**src/pkg/ccx_pkg.sv**
```systemverilog
// constants for the compare/clear/invert/bcd/decrement/divide execution unit
// assumes a sequencer that issues one decoded operation with its operands
package ccx_pkg;
    localparam int          CCX_DW           = 8;
    localparam logic [7:0]  CCX_BCD_SIX      = 8'h06;
    localparam logic [7:0]  CCX_BCD_SIX_HI   = 8'h60;
    localparam logic [3:0]  CCX_NIBBLE_MAX   = 4'h9;
    localparam int          CCX_COMPARE_BRANCH_UNEQUAL_BYTES   = 3;
    localparam int          CCX_COMPARE_BRANCH_UNEQUAL_CYCLES  = 2;
    localparam int          CCX_DIV_CYCLES   = 4;
    localparam logic [7:0]  CCX_DIV0_QUOT    = 8'hff;
    localparam logic [7:0]  CCX_RST_BYTE     = 8'h00;
    // operation codes given by the sequencer
    typedef enum logic [3:0] {
        CCX_OP_NONE      = 4'h0,
        CCX_OP_CMP_BR    = 4'h1,
        CCX_OP_ZERO_ACC  = 4'h2,
        CCX_OP_ZERO_BIT  = 4'h3,
        CCX_OP_INV_ACC   = 4'h4,
        CCX_OP_INV_BIT   = 4'h5,
        CCX_OP_BCD       = 4'h6,
        CCX_OP_SUB_ONE   = 4'h7,
        CCX_OP_DIVIDE    = 4'h8
    } ccx_op_t;
    // compare operand pairing
    typedef enum logic [1:0] {
        CCX_CMP_ACC_DIR  = 2'h0,
        CCX_CMP_ACC_IMM  = 2'h1,
        CCX_CMP_REG_IMM  = 2'h2,
        CCX_CMP_IND_IMM  = 2'h3
    } ccx_cmp_t;
    // decrement target
    typedef enum logic [1:0] {
        CCX_TGT_ACC      = 2'h0,
        CCX_TGT_REG      = 2'h1,
        CCX_TGT_DIR      = 2'h2,
        CCX_TGT_IND      = 2'h3
    } ccx_tgt_t;
    typedef enum logic [2:0] {
        CCX_ST_IDLE      = 3'b001,
        CCX_ST_CMP       = 3'b010,
        CCX_ST_DIV       = 3'b100
    } ccx_state_t;
endpackage

```
**src/ccx_divider.sv**
```systemverilog
// restoring unsigned divider, four quotient bits per clock
// assumes start is a one-cycle pulse while idle
`timescale 1ns/1ps
`default_nettype none
module ccx_divider
    import ccx_pkg::*;
#(
    parameter int WIDTH = 8
)(
    input  wire logic             clock,
    input  wire logic             resetn,
    input  wire logic             start,
    input  wire logic [WIDTH-1:0] dividend,
    input  wire logic [WIDTH-1:0] divisor,
    output logic                  done,
    output logic      [WIDTH-1:0] quotient,
    output logic      [WIDTH-1:0] remainder
);
    // one cycle loads, one hands the result over, the rest iterate
    localparam int PASSES = CCX_DIV_CYCLES - 2;
    localparam int STEPS  = WIDTH / PASSES;
    if (WIDTH != CCX_DW || WIDTH % PASSES != 0)
    begin : g_bad_width
        $error("ccx_divider width must equal the datapath width");
    end
    logic [WIDTH-1:0] quo_ff, nxt_quo;
    logic [WIDTH-1:0] rem_ff, nxt_rem;
    logic [WIDTH-1:0] dsr_ff, nxt_dsr;
    logic [3:0]       cnt_ff, nxt_cnt;
    logic             done_ff, nxt_done;
    logic [WIDTH-1:0] rem_s [STEPS+1];
    logic [WIDTH-1:0] quo_s [STEPS+1];
    logic [WIDTH:0]   trial [STEPS];
    assign rem_s[0] = rem_ff;
    assign quo_s[0] = quo_ff;
    // chained restoring steps retire several quotient bits per clock
    for (genvar g = 0; g < STEPS; g++)
    begin : g_step
        assign trial[g]   = {rem_s[g], quo_s[g][WIDTH-1]} - {1'b0, dsr_ff};
        assign rem_s[g+1] = trial[g][WIDTH] ? {rem_s[g][WIDTH-2:0], quo_s[g][WIDTH-1]}
                                            : trial[g][WIDTH-1:0];
        assign quo_s[g+1] = {quo_s[g][WIDTH-2:0], !trial[g][WIDTH]};
    end
    always_comb
    begin
        nxt_quo  = quo_ff;
        nxt_rem  = rem_ff;
        nxt_dsr  = dsr_ff;
        nxt_cnt  = cnt_ff;
        nxt_done = 1'b0;
        if (start)
        begin
            nxt_quo = dividend;
            nxt_rem = '0;
            nxt_dsr = divisor;
            nxt_cnt = 4'(PASSES);
        end
        else if (cnt_ff != 4'h0)
        begin
            nxt_rem  = rem_s[STEPS];
            nxt_quo  = quo_s[STEPS];
            nxt_cnt  = cnt_ff - 4'h1;
            nxt_done = (cnt_ff == 4'h1);
        end
    end
    always_ff @(posedge clock)
    begin
        if (!resetn)
        begin
            quo_ff  <= '0;
            rem_ff  <= '0;
            dsr_ff  <= '0;
            cnt_ff  <= 4'h0;
            done_ff <= 1'b0;
        end
        else
        begin
            quo_ff  <= nxt_quo;
            rem_ff  <= nxt_rem;
            dsr_ff  <= nxt_dsr;
            cnt_ff  <= nxt_cnt;
            done_ff <= nxt_done;
        end
    end
    assign done      = done_ff;
    assign quotient  = quo_ff;
    assign remainder = rem_ff;
endmodule
`default_nettype wire

```
**src/ccx_exec.sv**
```systemverilog
// execution unit: compare-branch, zero, invert, bcd correct, decrement, divide
// assumes the sequencer holds op inputs stable while busy and fetches operands
`timescale 1ns/1ps
`default_nettype none
// Functional notes
// - compare-branch: pc plus three, plus displacement if unequal; two cycles
// - compare-branch sets carry if first below second; operands untouched
// - compare pairings: acc/direct, acc/imm, reg/imm, indirect/imm
// - zero accumulator in one cycle, flags kept
// - zero carry or addressable bit in one cycle, other flags kept
// - invert accumulator in one cycle, flags kept
// - invert carry or addressable bit in one cycle, other flags kept
// - port bit/byte modify uses output latch, not pins
// - bcd: low nibble above nine or nibble carry adds six; carry only set
// - bcd: carry or high above nine adds sixty; carry only set; sign flag kept
// - bcd correction in one cycle adding 00, 06, 60 or 66
// - decrement subtracts one, wraps 00 to ff, no flags changed
// - decrement acc, reg, direct or indirect, one cycle each
// - divide: quotient to acc, remainder to b, clear carry and sign flag, four cycles
// - divide by zero sets sign flag, clears carry
module ccx_exec
    import ccx_pkg::*;
#(
    parameter int DW = 8
)(
    input  wire logic          clock,
    input  wire logic          resetn,
    input  wire logic          op_valid,
    input  wire ccx_op_t       op_code,
    input  wire ccx_cmp_t      cmp_mode,
    input  wire ccx_tgt_t      tgt_mode,
    input  wire logic          bit_is_carry,
    input  wire logic          bit_is_port,
    input  wire logic [15:0]   pc_in,
    input  wire logic [DW-1:0] acc_in,
    input  wire logic [DW-1:0] b_in,
    input  wire logic [DW-1:0] working_reg_in,
    input  wire logic [DW-1:0] direct_in,
    input  wire logic [DW-1:0] index_mem_in,
    input  wire logic [DW-1:0] imm_in,
    input  wire logic [DW-1:0] rel_in,
    input  wire logic          bit_in,
    input  wire logic          bit_latch_in,
    input  wire logic          carry_in,
    input  wire logic          nibble_carry_flag,
    input  wire logic          sign_error_flag,
    output logic               busy,
    output logic               done,
    output logic               pc_we,
    output logic [15:0]        pc_out,
    output logic               acc_we,
    output logic [DW-1:0]      acc_out,
    output logic               b_we,
    output logic [DW-1:0]      b_out,
    output logic               byte_we,
    output ccx_tgt_t           byte_tgt,
    output logic [DW-1:0]      byte_out,
    output logic               bit_we,
    output logic               bit_out,
    output logic               carry_we,
    output logic               carry_out,
    output logic               sign_we,
    output logic               sign_out
);
    if (DW != CCX_DW)
    begin : g_bad_width
        $error("ccx_exec supports only an eight bit datapath");
    end
    ccx_state_t     st_ff, nxt_st;
    logic [15:0]    pc_ff, nxt_pc;
    logic [DW-1:0]  acc_ff, nxt_acc, b_ff, nxt_b, byte_ff, nxt_byte;
    logic           pcw_ff, nxt_pcw, accw_ff, nxt_accw, bw_ff, nxt_bw;
    logic           bytew_ff, nxt_bytew, bitw_ff, nxt_bitw, bit_ff, nxt_bit;
    logic           cw_ff, nxt_cw, c_ff, nxt_c, sw_ff, nxt_sw, s_ff, nxt_s;
    logic           done_ff, nxt_done, zdiv_ff, nxt_zdiv;
    ccx_tgt_t       tgt_ff, nxt_tgt;
    logic [DW-1:0]  cmp_a, cmp_b, sub_src, bcd_add;
    logic [DW:0]    bcd_sum;
    logic           bcd_lo, bcd_hi, bit_src, cmp_lt;
    logic           div_start, div_done;
    logic [DW-1:0]  div_q, div_r;
    logic [8:0]     lo_sum;

    ccx_divider #(.WIDTH(DW)) ccx_divider_i (
        .clock     (clock),
        .resetn    (resetn),
        .start     (div_start),
        .dividend  (acc_in),
        .divisor   (b_in),
        .done      (div_done),
        .quotient  (div_q),
        .remainder (div_r)
    );

    always_comb
    begin
        // operand select for compare
        cmp_a = acc_in;
        cmp_b = imm_in;
        case (cmp_mode)
            CCX_CMP_ACC_DIR: cmp_b = direct_in;
            CCX_CMP_REG_IMM: cmp_a = working_reg_in;
            CCX_CMP_IND_IMM: cmp_a = index_mem_in;
            default:         cmp_a = acc_in;
        endcase
        cmp_lt = (cmp_a < cmp_b);
        // direct_in is the port output latch for port bytes
        case (tgt_mode)
            CCX_TGT_REG: sub_src = working_reg_in;
            CCX_TGT_DIR: sub_src = direct_in;
            CCX_TGT_IND: sub_src = index_mem_in;
            default:     sub_src = acc_in;
        endcase
        bit_src = bit_is_port ? bit_latch_in : bit_in;
        // bcd correction
        bcd_lo  = (acc_in[3:0] > CCX_NIBBLE_MAX) || nibble_carry_flag;
        lo_sum  = {1'b0, acc_in} + (bcd_lo ? {1'b0, CCX_BCD_SIX} : 9'h000);
        bcd_hi  = carry_in || lo_sum[8] || (lo_sum[7:4] > CCX_NIBBLE_MAX);
        bcd_add = (bcd_lo ? CCX_BCD_SIX : 8'h00) | (bcd_hi ? CCX_BCD_SIX_HI : 8'h00);
        bcd_sum = {1'b0, acc_in} + {1'b0, bcd_add};
    end

    always_comb
    begin
        nxt_st    = st_ff;
        nxt_pc    = pc_ff;
        nxt_acc   = acc_ff;
        nxt_b     = b_ff;
        nxt_byte  = byte_ff;
        nxt_tgt   = tgt_ff;
        nxt_bit   = bit_ff;
        nxt_c     = c_ff;
        nxt_s     = s_ff;
        nxt_zdiv  = zdiv_ff;
        nxt_pcw   = 1'b0;
        nxt_accw  = 1'b0;
        nxt_bw    = 1'b0;
        nxt_bytew = 1'b0;
        nxt_bitw  = 1'b0;
        nxt_cw    = 1'b0;
        nxt_sw    = 1'b0;
        nxt_done  = 1'b0;
        div_start = 1'b0;
        case (st_ff)
            CCX_ST_IDLE:
            begin
                if (op_valid)
                begin
                    case (op_code)
                        CCX_OP_CMP_BR:
                        begin
                            nxt_pc = pc_in + 16'(CCX_COMPARE_BRANCH_UNEQUAL_BYTES);
                            if (cmp_a != cmp_b)
                                nxt_pc = pc_in + 16'(CCX_COMPARE_BRANCH_UNEQUAL_BYTES)
                                         + {{8{rel_in[7]}}, rel_in};
                            nxt_c  = (cmp_a < cmp_b);
                            nxt_st = CCX_ST_CMP;
                        end
                        CCX_OP_ZERO_ACC:
                        begin
                            nxt_acc  = CCX_RST_BYTE;
                            nxt_accw = 1'b1;
                            nxt_done = 1'b1;
                        end
                        CCX_OP_INV_ACC:
                        begin
                            nxt_acc  = ~acc_in;
                            nxt_accw = 1'b1;
                            nxt_done = 1'b1;
                        end
                        CCX_OP_ZERO_BIT, CCX_OP_INV_BIT:
                        begin
                            nxt_bit  = (op_code == CCX_OP_INV_BIT) ? ~bit_src : 1'b0;
                            nxt_c    = (op_code == CCX_OP_INV_BIT) ? ~carry_in : 1'b0;
                            nxt_cw   = bit_is_carry;
                            nxt_bitw = !bit_is_carry;
                            nxt_done = 1'b1;
                        end
                        CCX_OP_BCD:
                        begin
                            nxt_acc  = bcd_sum[7:0];
                            nxt_accw = 1'b1;
                            nxt_c    = carry_in | bcd_sum[8] | lo_sum[8];
                            nxt_cw   = 1'b1;
                            nxt_done = 1'b1;
                        end
                        CCX_OP_SUB_ONE:
                        begin
                            nxt_byte = sub_src - 8'h01;
                            nxt_tgt  = tgt_mode;
                            nxt_bytew = 1'b1;
                            nxt_done = 1'b1;
                        end
                        CCX_OP_DIVIDE:
                        begin
                            div_start = 1'b1;
                            nxt_zdiv  = (b_in == 8'h00);
                            nxt_st    = CCX_ST_DIV;
                        end
                        default:
                            nxt_st = CCX_ST_IDLE;
                    endcase
                end
            end
            CCX_ST_CMP:
            begin
                nxt_pcw  = 1'b1;
                nxt_cw   = 1'b1;
                nxt_done = 1'b1;
                nxt_st   = CCX_ST_IDLE;
            end
            CCX_ST_DIV:
            begin
                if (div_done)
                begin
                    nxt_acc  = zdiv_ff ? CCX_DIV0_QUOT : div_q;
                    nxt_b    = zdiv_ff ? acc_in : div_r;
                    nxt_accw = 1'b1;
                    nxt_bw   = 1'b1;
                    nxt_c    = 1'b0;
                    nxt_cw   = 1'b1;
                    nxt_s    = zdiv_ff;
                    nxt_sw   = 1'b1;
                    nxt_done = 1'b1;
                    nxt_st   = CCX_ST_IDLE;
                end
            end
            default:
                nxt_st = CCX_ST_IDLE;
        endcase
    end

    always_ff @(posedge clock)
    begin
        if (!resetn)
        begin
            st_ff    <= CCX_ST_IDLE;
            pc_ff    <= 16'h0000;
            acc_ff   <= CCX_RST_BYTE;
            b_ff     <= CCX_RST_BYTE;
            byte_ff  <= CCX_RST_BYTE;
            tgt_ff   <= CCX_TGT_ACC;
            bit_ff   <= 1'b0;
            c_ff     <= 1'b0;
            s_ff     <= 1'b0;
            zdiv_ff  <= 1'b0;
            pcw_ff   <= 1'b0;
            accw_ff  <= 1'b0;
            bw_ff    <= 1'b0;
            bytew_ff <= 1'b0;
            bitw_ff  <= 1'b0;
            cw_ff    <= 1'b0;
            sw_ff    <= 1'b0;
            done_ff  <= 1'b0;
        end
        else
        begin
            st_ff    <= nxt_st;
            pc_ff    <= nxt_pc;
            acc_ff   <= nxt_acc;
            b_ff     <= nxt_b;
            byte_ff  <= nxt_byte;
            tgt_ff   <= nxt_tgt;
            bit_ff   <= nxt_bit;
            c_ff     <= nxt_c;
            s_ff     <= nxt_s;
            zdiv_ff  <= nxt_zdiv;
            pcw_ff   <= nxt_pcw;
            accw_ff  <= nxt_accw;
            bw_ff    <= nxt_bw;
            bytew_ff <= nxt_bytew;
            bitw_ff  <= nxt_bitw;
            cw_ff    <= nxt_cw;
            sw_ff    <= nxt_sw;
            done_ff  <= nxt_done;
        end
    end

    assign busy      = (st_ff != CCX_ST_IDLE);
    assign done      = done_ff;
    assign pc_we     = pcw_ff;
    assign pc_out    = pc_ff;
    assign acc_we    = accw_ff;
    assign acc_out   = acc_ff;
    assign b_we      = bw_ff;
    assign b_out     = b_ff;
    assign byte_we   = bytew_ff;
    assign byte_tgt  = tgt_ff;
    assign byte_out  = byte_ff;
    assign bit_we    = bitw_ff;
    assign bit_out   = bit_ff;
    assign carry_we  = cw_ff;
    assign carry_out = c_ff;
    assign sign_we   = sw_ff;
    assign sign_out  = s_ff;

    cmp_two_cycle_a: assert property (@(posedge clock) disable iff (!resetn)
        (st_ff == CCX_ST_IDLE && op_valid && op_code == CCX_OP_CMP_BR)
        |-> ##2 (pc_we && carry_we && done)) else $error("compare not done in two cycles");
    cmp_carry_a: assert property (@(posedge clock) disable iff (!resetn)
        (st_ff == CCX_ST_IDLE && op_valid && op_code == CCX_OP_CMP_BR)
        |-> ##2 (carry_out == $past(cmp_lt, 2))) else $error("compare carry wrong");
    cmp_no_write_a: assert property (@(posedge clock) disable iff (!resetn)
        (st_ff == CCX_ST_CMP) |-> ##1 (!acc_we && !byte_we && !b_we)) else $error("compare wrote operand");
    zero_acc_a: assert property (@(posedge clock) disable iff (!resetn)
        (st_ff == CCX_ST_IDLE && op_valid && op_code == CCX_OP_ZERO_ACC)
        |=> (acc_we && acc_out == 8'h00 && !carry_we && !sign_we)) else $error("zero acc failed");
    inv_acc_a: assert property (@(posedge clock) disable iff (!resetn)
        (st_ff == CCX_ST_IDLE && op_valid && op_code == CCX_OP_INV_ACC)
        |=> (acc_we && acc_out == ~$past(acc_in) && !carry_we)) else $error("invert acc failed");
    inv_bit_a: assert property (@(posedge clock) disable iff (!resetn)
        (st_ff == CCX_ST_IDLE && op_valid && op_code == CCX_OP_INV_BIT && !bit_is_carry)
        |=> (bit_we && bit_out == ~$past(bit_src) && !carry_we)) else $error("invert bit failed");
    zero_bit_a: assert property (@(posedge clock) disable iff (!resetn)
        (st_ff == CCX_ST_IDLE && op_valid && op_code == CCX_OP_ZERO_BIT)
        |=> ((bit_we || carry_we) && !bit_out && !carry_out && !sign_we)) else $error("zero bit failed");
    bcd_carry_a: assert property (@(posedge clock) disable iff (!resetn)
        (st_ff == CCX_ST_IDLE && op_valid && op_code == CCX_OP_BCD && carry_in)
        |=> (carry_we && carry_out && !sign_we)) else $error("bcd cleared carry");
    sub_one_a: assert property (@(posedge clock) disable iff (!resetn)
        (st_ff == CCX_ST_IDLE && op_valid && op_code == CCX_OP_SUB_ONE)
        |=> (byte_we && byte_out == $past(sub_src) - 8'h01 && !carry_we)) else $error("decrement wrong");
    div_four_a: assert property (@(posedge clock) disable iff (!resetn)
        (st_ff == CCX_ST_IDLE && op_valid && op_code == CCX_OP_DIVIDE)
        |-> !done ##1 !done [*3] ##1 (done && acc_we && b_we && !carry_out)) else $error("divide timing");
    div_zero_a: assert property (@(posedge clock) disable iff (!resetn)
        (st_ff == CCX_ST_IDLE && op_valid && op_code == CCX_OP_DIVIDE && b_in == 8'h00)
        |-> ##4 (sign_we && sign_out && acc_out == CCX_DIV0_QUOT)) else $error("divide by zero");
endmodule
`default_nettype wire
```
**config.mk**
```make
export PLATFORM = sky130hd
export DESIGN_NAME = ccx_exec
export DESIGN_NICKNAME = d
export VERILOG_FILES = /design/src/pkg/ccx_pkg.sv /design/src/ccx_divider.sv /design/src/ccx_exec.sv
export SDC_FILE = /design/constraint.sdc
export NUM_CORES = 1
export LEC_CHECK = 0
export BUFFER_PORTS_ARGS = -buffer_cell sky130_fd_sc_hd__clkbuf_2
export CAP_MARGIN = 20
export CORE_MARGIN = 2
export CORE_UTILIZATION = 61
export CTS_CLUSTER_SIZE = 12
export DETAILED_ROUTE_END_ITERATION = 10
export HOLD_SLACK_MARGIN = 0.15
export PLACE_DENSITY = 0.91
export REMOVE_ABC_BUFFERS = 1
export SLEW_MARGIN = 20
export SYNTH_ARGS = -nofsm -noshare
export SYNTH_HDL_FRONTEND = slang
export SYNTH_SLANG_ARGS = --single-unit
```
**constraint.sdc**
```tcl
create_clock -name clock -period 20.4 [get_ports clock]
set_input_delay 6.12 -clock clock [delete_from_list [all_inputs] [get_ports clock]]
set_output_delay 6.12 -clock clock [all_outputs]
set_load 0.1 [all_outputs]
```
== Yosys cells after proc, flatten, opt, wreduce, memory -nomap -nowiden ==
Cells that the tools add are included.
Cells by class
  add/sub/neg operators: 10
  multiplexer cells: 47
  equal/unequal tests: 24
  magnitude comparators: 3
  bitwise operators: 8
  reductions and logical operators: 29
Operators with widths (number)
  $mux W8: 11
  $pmux W8 S3: 2
  $sub A9 B8 Y9: 4
  $pmux W8 S2: 2
  $reduce_and A3 Y1: 6
  $add A16 B16 Y16: 1
  $add A16 B2 Y16 const B: 1
  $eq A4 B3 Y1 const B: 4
  $mux W1: 16
  $mux W16: 1
  $mux W3: 4
  $reduce_and A4 Y1: 3
  $add A8 B3 Y9: 1
  $add A8 B7 Y9: 1
  $pmux W1 S3: 3
  $pmux W3 S3: 1
  $eq A2 B2 Y1 const B: 4
  $eq A4 B1 Y1 const B: 2
  $eq A4 B2 Y1 const B: 2
  $gt A4 B4 Y1 const B: 2
  $logic_not A8 Y1: 1
  $lt A8 B8 Y1: 1
  $ne A4 B1 Y1 const B: 2
  $ne A8 B8 Y1: 1
  other kinds (27): 45
Word-level totals
  bits of input ports: 90
  register bits after elaboration: 85
  logic and storage cells: 144
  output and inout port bits: 54

== Depth between registers and ports, before layout ==
  depth after elaboration: 14
  mapped depth: 46
  mapped depth without buffers: 44

== By module ==
A second synthesis with hierarchy kept.
Unflattened totals
  cells, all modules: 955
  area, all modules: 7658.6 µm²
By module, submodules not included
  ccx_exec: cells each 575, times used 1, area each 4615.7 µm², sequential area each 1121.1 µm²
  ccx_divider: cells each 380, times used 1, area each 3042.9 µm², sequential area each 580.6 µm²

== Least setup slack after synthesis ==
Ideal clock, no wire load.
  path type: input to register
  start: input acc_in[2]
  end: register c_ff, in the netlist carry_out
  arrival: 8.892 ns
  path slack: 11.375 ns
  buffers on the path: 0
  setup time: 0.133 ns
  data required time: 20.267 ns
  stages on the path: 19
  path through: o21ai_0 -> nand2b_1 -> ha_1 -> inv_1 -> fa_1 -> nor2_1 -> nor4bb_1 -> o21ai_0 -> nand3b_1 -> ha_1 -> a21oi_1 -> o21ai_0 -> a21oi_1 -> nor3b_1 -> a21oi_1 -> o32ai_1 -> and4_1 -> o21ai_0 -> a21oi_1
On the way
  cells in the longest elaborated chain, start to end: 14
  elaborated cells on any way between the ends: 18
  classes of those cells: add/sub: 2; order compare: 3; mux: 7; bitwise: 3; reduce/logical: 3
Ends and longest elaborated chain
  start, declared: RTL line ccx_exec.sv:35  | input wire logic [DW-1:0] acc_in,
  $gt A4 B4 Y1: RTL line ccx_exec.sv:116  | bcd_lo = (acc_in[3:0] > CCX_NIBBLE_MAX) || nibble_carry_flag;
  $logic_or A1 B1 Y1: RTL line ccx_exec.sv:116
  $mux W3: RTL line ccx_exec.sv:117, ccx_exec.sv:119
  $add A8 B3 Y9: RTL line ccx_exec.sv:117  | lo_sum = {1'b0, acc_in} + (bcd_lo ? {1'b0, CCX_BCD_SIX} : 9'h000);
  $gt A4 B4 Y1 or $logic_or A1 B1 Y1 (tied branches): RTL line ccx_exec.sv:118  | bcd_hi = carry_in || lo_sum[8] || (lo_sum[7:4] > CCX_NIBBLE_MAX);
  $logic_or A1 B1 Y1: RTL line ccx_exec.sv:118
  $mux W7: RTL line ccx_exec.sv:119  | bcd_add = (bcd_lo ? CCX_BCD_SIX : 8'h00) | (bcd_hi ? CCX_BCD_SIX_HI : 8'h00);
  $or A3 B7 Y7: RTL line ccx_exec.sv:119
  $add A8 B7 Y9: RTL line ccx_exec.sv:120  | bcd_sum = {1'b0, acc_in} + {1'b0, bcd_add};
  $or A1 B1 Y1 (2 in series): RTL line ccx_exec.sv:183  | nxt_c = carry_in | bcd_sum[8] | lo_sum[8];
  $pmux W1 S3 (*): RTL line ccx_exec.sv:149  | case (op_code)
  $mux W1 (*): RTL line ccx_exec.sv:147  | if (op_valid)
  $pmux W1 S2 (*): RTL line ccx_exec.sv:144  | case (st_ff)
  end signal, assigned: RTL line ccx_exec.sv:265  | c_ff <= nxt_c;
  end, declared: RTL line ccx_exec.sv:74  | logic cw_ff, nxt_cw, c_ff, nxt_c, sw_ff, nxt_sw, s_ff, nxt_s;
Every way passes the cells marked *; elsewhere a longest branch is shown, timed or not. The select of a mux whose other input is x is not followed.
A chain may end at the register's enable or synchronous reset.

== Worst setup path after layout ==
  start: register ccx_divider_i.dsr_ff[0]
  end: register ccx_divider_i.rem_ff[4], in the netlist ccx_divider_i.remainder[4]
On the way
  cells in the longest elaborated chain, start to end: 8
Ends and longest elaborated chain
  start, declared: RTL line ccx_divider.sv:28  | logic [WIDTH-1:0] dsr_ff, nxt_dsr;
  start signal, assigned: RTL line ccx_divider.sv:80  | dsr_ff <= nxt_dsr;
  $sub A9 B8 Y9: RTL line ccx_divider.sv:39  | assign trial[g] = {rem_s[g], quo_s[g][WIDTH-1]} - {1'b0, dsr_ff};
  $mux W8: RTL line ccx_divider.sv:40  | assign rem_s[g+1] = trial[g][WIDTH] ? {rem_s[g][WIDTH-2:0], quo_s[g][WIDTH-1]}
  $sub A9 B8 Y9: RTL line ccx_divider.sv:39
  $mux W8: RTL line ccx_divider.sv:40
  $sub A9 B8 Y9: RTL line ccx_divider.sv:39
  $mux W8: RTL line ccx_divider.sv:40
  $sub A9 B8 Y9: RTL line ccx_divider.sv:39
  $mux W8 (*): RTL line ccx_divider.sv:40
  end signal, assigned: RTL line ccx_divider.sv:79  | rem_ff <= nxt_rem;
  end, declared: RTL line ccx_divider.sv:27  | logic [WIDTH-1:0] rem_ff, nxt_rem;
Every way passes the cells marked *; elsewhere a longest branch is shown, timed or not.

==> implementation parameters <==
Parameter                              Value

Cells and area
  # diodes ... 0
  Area added between synthesis and finish ... 15.11%
  Share of post-route cells with drive strength above 1 ... between 10% and 20%
  Net count, final ... 1186
  Post-layout instance count excluding filler cells ... 1177
  Footprint of the multi-input gates ... 0.005145 mm^2
  Area used by sequential logic in the layout ... ~0.0017 mm^2
  Total of fill cells in the finished design ... 870

STA
  Worst slack on hold paths ... 0.4542 ns
  Smallest setup slack after layout ... ~10 ns
  Least-Margin Pin Slew ... roughly 0.89 ns
  Final worst-path cycle share ... 50.21%
  Final hold violations ... 0
  RSZ-0062 raised after global routing ... no
  Number of setup violations in the final report ... 0
  Number of pins exceeding their max-slew limit in the final report ... 0
  Relative slew slack ... 40.59%
  Min Clock Period, post-route ... slightly above 10 ns
  Final sum of negative setup slack ... 0 ns
  Max Clk Rate ... 97.64 MHz
  Fin Clk Skew ... 0.006819 ns

Floorplan
  Total Die Area ... 0.01261 mm^2
  Starting utilization of the core area ... a little over three fifths
  Core Area ... about 0.011 mm^2
  Vertical die dimension ... 112.3 um
  Std cell rows ... 39
  I/O pin cnt ... 144
  Die Width ... 112.3 um

Clock network
  Clock Root Buffer ... sky130_fd_sc_hd__clkbuf_16
  Clock latency of the later-clocked register in the worst-skew pair ... 0.36 ns
  Max clock buf depth ... 2
  Number of clock sinks ... 85
  Setup bufs post-CTS ... 0
  Hold-fix buffers, CTS ... 0
  Post-cts gate resize count ... 0
  CTS HTree Levels ... 3
  Clock buffers created by TritonCTS ... 9
  CTS tree ... built
  Clock slew seen by the registers of the worst setup and hold paths ... 0.07 ns

GRT
  First-pass GRT wire length ... 32370 um
  Pin count of the biggest net entering global routing ... 63
  Sum of overflow across all layers after global routing ... 0
  Overall global routing resource usage ... 31.39%
  Vias in the first global route ... 6998
  Initial antenna violation count ... 0

Detailed routing
  Via count ... 7171
  Routed WL per cell ... approximately 17 um
  Average vias per placed instance ... 6.093
  Detailed-route DRC error count ... 0
  Initial drt markers ... 670
  Detailed Route WL ... between 15000 and 20000 um
  Detailed Routing Iterations Pass 1 ... 5
  Number of antenna-violating nets in the routed design ... 0

Placement
  Number of buffers inserted by port buffering ... 142
  DP Worst Slack ... 10.40 ns
  HPWL Detailed ... about 15000 um
  Post-Place Cells ... 1161
  Final RePlAce weighted congestion ... approximately 0.94

Synthesis
  Distinct cells, synth ... 67
  Dominant cells by area after synthesis ... sky130_fd_sc_hd__dfxtp_1, sky130_fd_sc_hd__ha_1, sky130_fd_sc_hd__a21oi_1
  Share of the synthesized area in the top cell type ... 23.78%
  Total of warnings raised by yosys ... 0
  Netlist Area Pre-Place ... between 0.007 and 0.008 mm^2
  Prevailing post-synth register cell ... sky130_fd_sc_hd__dfxtp_1
  Syn avg cell area ... 7.837 um^2
  Largest area contributor in the netlist ... sky130_fd_sc_hd__dfxtp_1
  Seq/Total Area, Yosys ... a little under a quarter
  Post-synthesis sequential element count ... 85
  Cells after Synth ... 913
  Post-synth ARST share ... 0%
  Post-synth EDFFs ... 0

Worst setup path
  Cell with the largest stage delay on the worst path ... sky130_fd_sc_hd__a211oi_1
  Most numerous cell on the critical path ... sky130_fd_sc_hd__a21oi_1
  Crit path max-delay family ... compound AO/OA/AOI/OAI gates
  Maximum cell stage delay along the critical path ... about 0.54 ns
  Endpoint class of the critical path ... register
  Type of origin of the critical path ... register
  Setup Crit Path Kind ... reg2reg
  Arrival @ worst endpoint ... 10.45 ns
  Required time of the critical path ... 20.61 ns
  Biggest fanout along the worst timing path ... 13
  Number of buffer and inverter instances along the worst setup path ... 4

Run status
  Outcome ... complete, no violations

Run
  Max Cap Viol ... 0

Min path
  Path type of the worst min-delay path ... reg2reg
==> flip-flops by register name (all words and copies together), names as in the netlist, 4 cells and up <==
name                     count
acc_out                      8
pc_out                      16
byte_out                     8
ccx_divider_i.dsr_ff         8
b_out                        8
ccx_divider_i.quotient       8
ccx_divider_i.remainder      8
ccx_divider_i.cnt_ff         4
==> layout make-up <==
type	instances	share of cell area (%)
Timing Repair Buffer	147	9.084
Clock inverter	5	0.7140
Inverter	43	1.960
Multi-Input combinational cell	743	62.46
Sequential cell	85	20.66
Clock buffer	11	2.947
Tap cell	143	2.172
==> worst reg2reg max path: cells and delay by family, from the launching register on <==
kind / cells / cell delay (ns)
DFF: 1 / 0.46
AOI/OAI and AO/OA: 20 / 4.49
and+or+nand+nor: 6 / 1.25
adders and majority gates: 5 / 1.82
muxes: 3 / 1.29
buffers and inverters: 4 / 0.44
xor gates and xnor gates: 2 / 0.36
==> cells by family (layout without fill, tap and decap cells) <==
family          Yosys count  after routing  synth area share, %
mux                      58             58                10.07
buf+inv                  85            206                4.546
flops                    85             85                23.78
fa+ha+maj                67             67                12.34
xor+xnor                 68             68                8.585
compound gates          235            235                20.13
simple gates            315            315                20.55
==> cell usage after synthesis (5+ instances only) <==
library cell                 n
sky130_fd_sc_hd__a211oi_1   15
sky130_fd_sc_hd__a21o_1     19
sky130_fd_sc_hd__a21oi_1    98
sky130_fd_sc_hd__a311oi_1    9
sky130_fd_sc_hd__and3_1      5
sky130_fd_sc_hd__clkbuf_1   35
sky130_fd_sc_hd__dfxtp_1    85
sky130_fd_sc_hd__fa_1        6
sky130_fd_sc_hd__ha_1       61
sky130_fd_sc_hd__inv_1      42
sky130_fd_sc_hd__mux2_2      9
sky130_fd_sc_hd__mux2i_1    38
sky130_fd_sc_hd__mux4_2     10
sky130_fd_sc_hd__nand2_1    86
sky130_fd_sc_hd__nand2b_1    9
sky130_fd_sc_hd__nand3_1    21
sky130_fd_sc_hd__nand4_1     6
sky130_fd_sc_hd__nor2_1    109
sky130_fd_sc_hd__nor2b_1    12
sky130_fd_sc_hd__nor3_1     32
sky130_fd_sc_hd__nor4_1      5
sky130_fd_sc_hd__o211ai_1   10
sky130_fd_sc_hd__o21a_1      7
sky130_fd_sc_hd__o21ai_0    47
sky130_fd_sc_hd__o21bai_1    5
sky130_fd_sc_hd__or3_1       5
sky130_fd_sc_hd__xnor2_1    43
sky130_fd_sc_hd__xor2_1     24
==> stage by stage <==
stage	util (%)	instance area, um^2
after global placement	69.40	7924
after floorplan	-	6992
after CTS	72.04	8225
after detailed placement	69.40	7924
after global routing	72.13	8237
final	72.13	8237
==> path summary, 6_finish.rpt <==
| path | slack [ns] | startpoint | cells after the start | to |
|---|---|---|---|---|
| hold reg to reg | 0.45 | ccx_divider_i.dsr_ff[5] | 2 | ccx_divider_i.dsr_ff[5] |
| setup reg to reg | 10.16 | ccx_divider_i.dsr_ff[0] | 40 | ccx_divider_i.remainder[4] |
| hold / removal | 0.45 | ccx_divider_i.dsr_ff[5] | 2 | ccx_divider_i.dsr_ff[5] |
| setup / recovery | 10.16 | ccx_divider_i.dsr_ff[0] | 40 | ccx_divider_i.remainder[4] |
==> cells in the final DEF, fill, tap and decap left out, types with 6 or more instances in the layout <==
cell type	n
sky130_fd_sc_hd__mux2_2	9
sky130_fd_sc_hd__nor2b_1	12
sky130_fd_sc_hd__o21a_1	7
sky130_fd_sc_hd__dfxtp_1	85
sky130_fd_sc_hd__o21ai_0	47
sky130_fd_sc_hd__nand3_1	21
sky130_fd_sc_hd__a21oi_1	98
sky130_fd_sc_hd__mux2i_1	38
sky130_fd_sc_hd__a21o_1	19
sky130_fd_sc_hd__nand2b_1	9
sky130_fd_sc_hd__nor2_1	109
sky130_fd_sc_hd__mux4_2	10
sky130_fd_sc_hd__inv_1	42
sky130_fd_sc_hd__clkbuf_16	9
sky130_fd_sc_hd__ha_1	61
sky130_fd_sc_hd__nand4_1	6
sky130_fd_sc_hd__nand2_1	86
sky130_fd_sc_hd__fa_1	6
sky130_fd_sc_hd__nor3_1	31
sky130_fd_sc_hd__o211ai_1	10
sky130_fd_sc_hd__xor2_1	24
sky130_fd_sc_hd__xnor2_1	43
sky130_fd_sc_hd__clkbuf_2	142
sky130_fd_sc_hd__a311oi_1	9
sky130_fd_sc_hd__a211oi_1	15
==> metal layers <==
layer	global-route usage (%)	wire (um)	vias to the layer above
met5	0	0	-
met4	12.60	493	0
met3	7.937	1616	56
met2	52.81	9603	315
met1	38.62	8059	3311
li1	-	-	3489
Power is left out: the tool's default activity adds up to more than one toggle a clock period on the data nets, which glitch-free logic cannot reach.
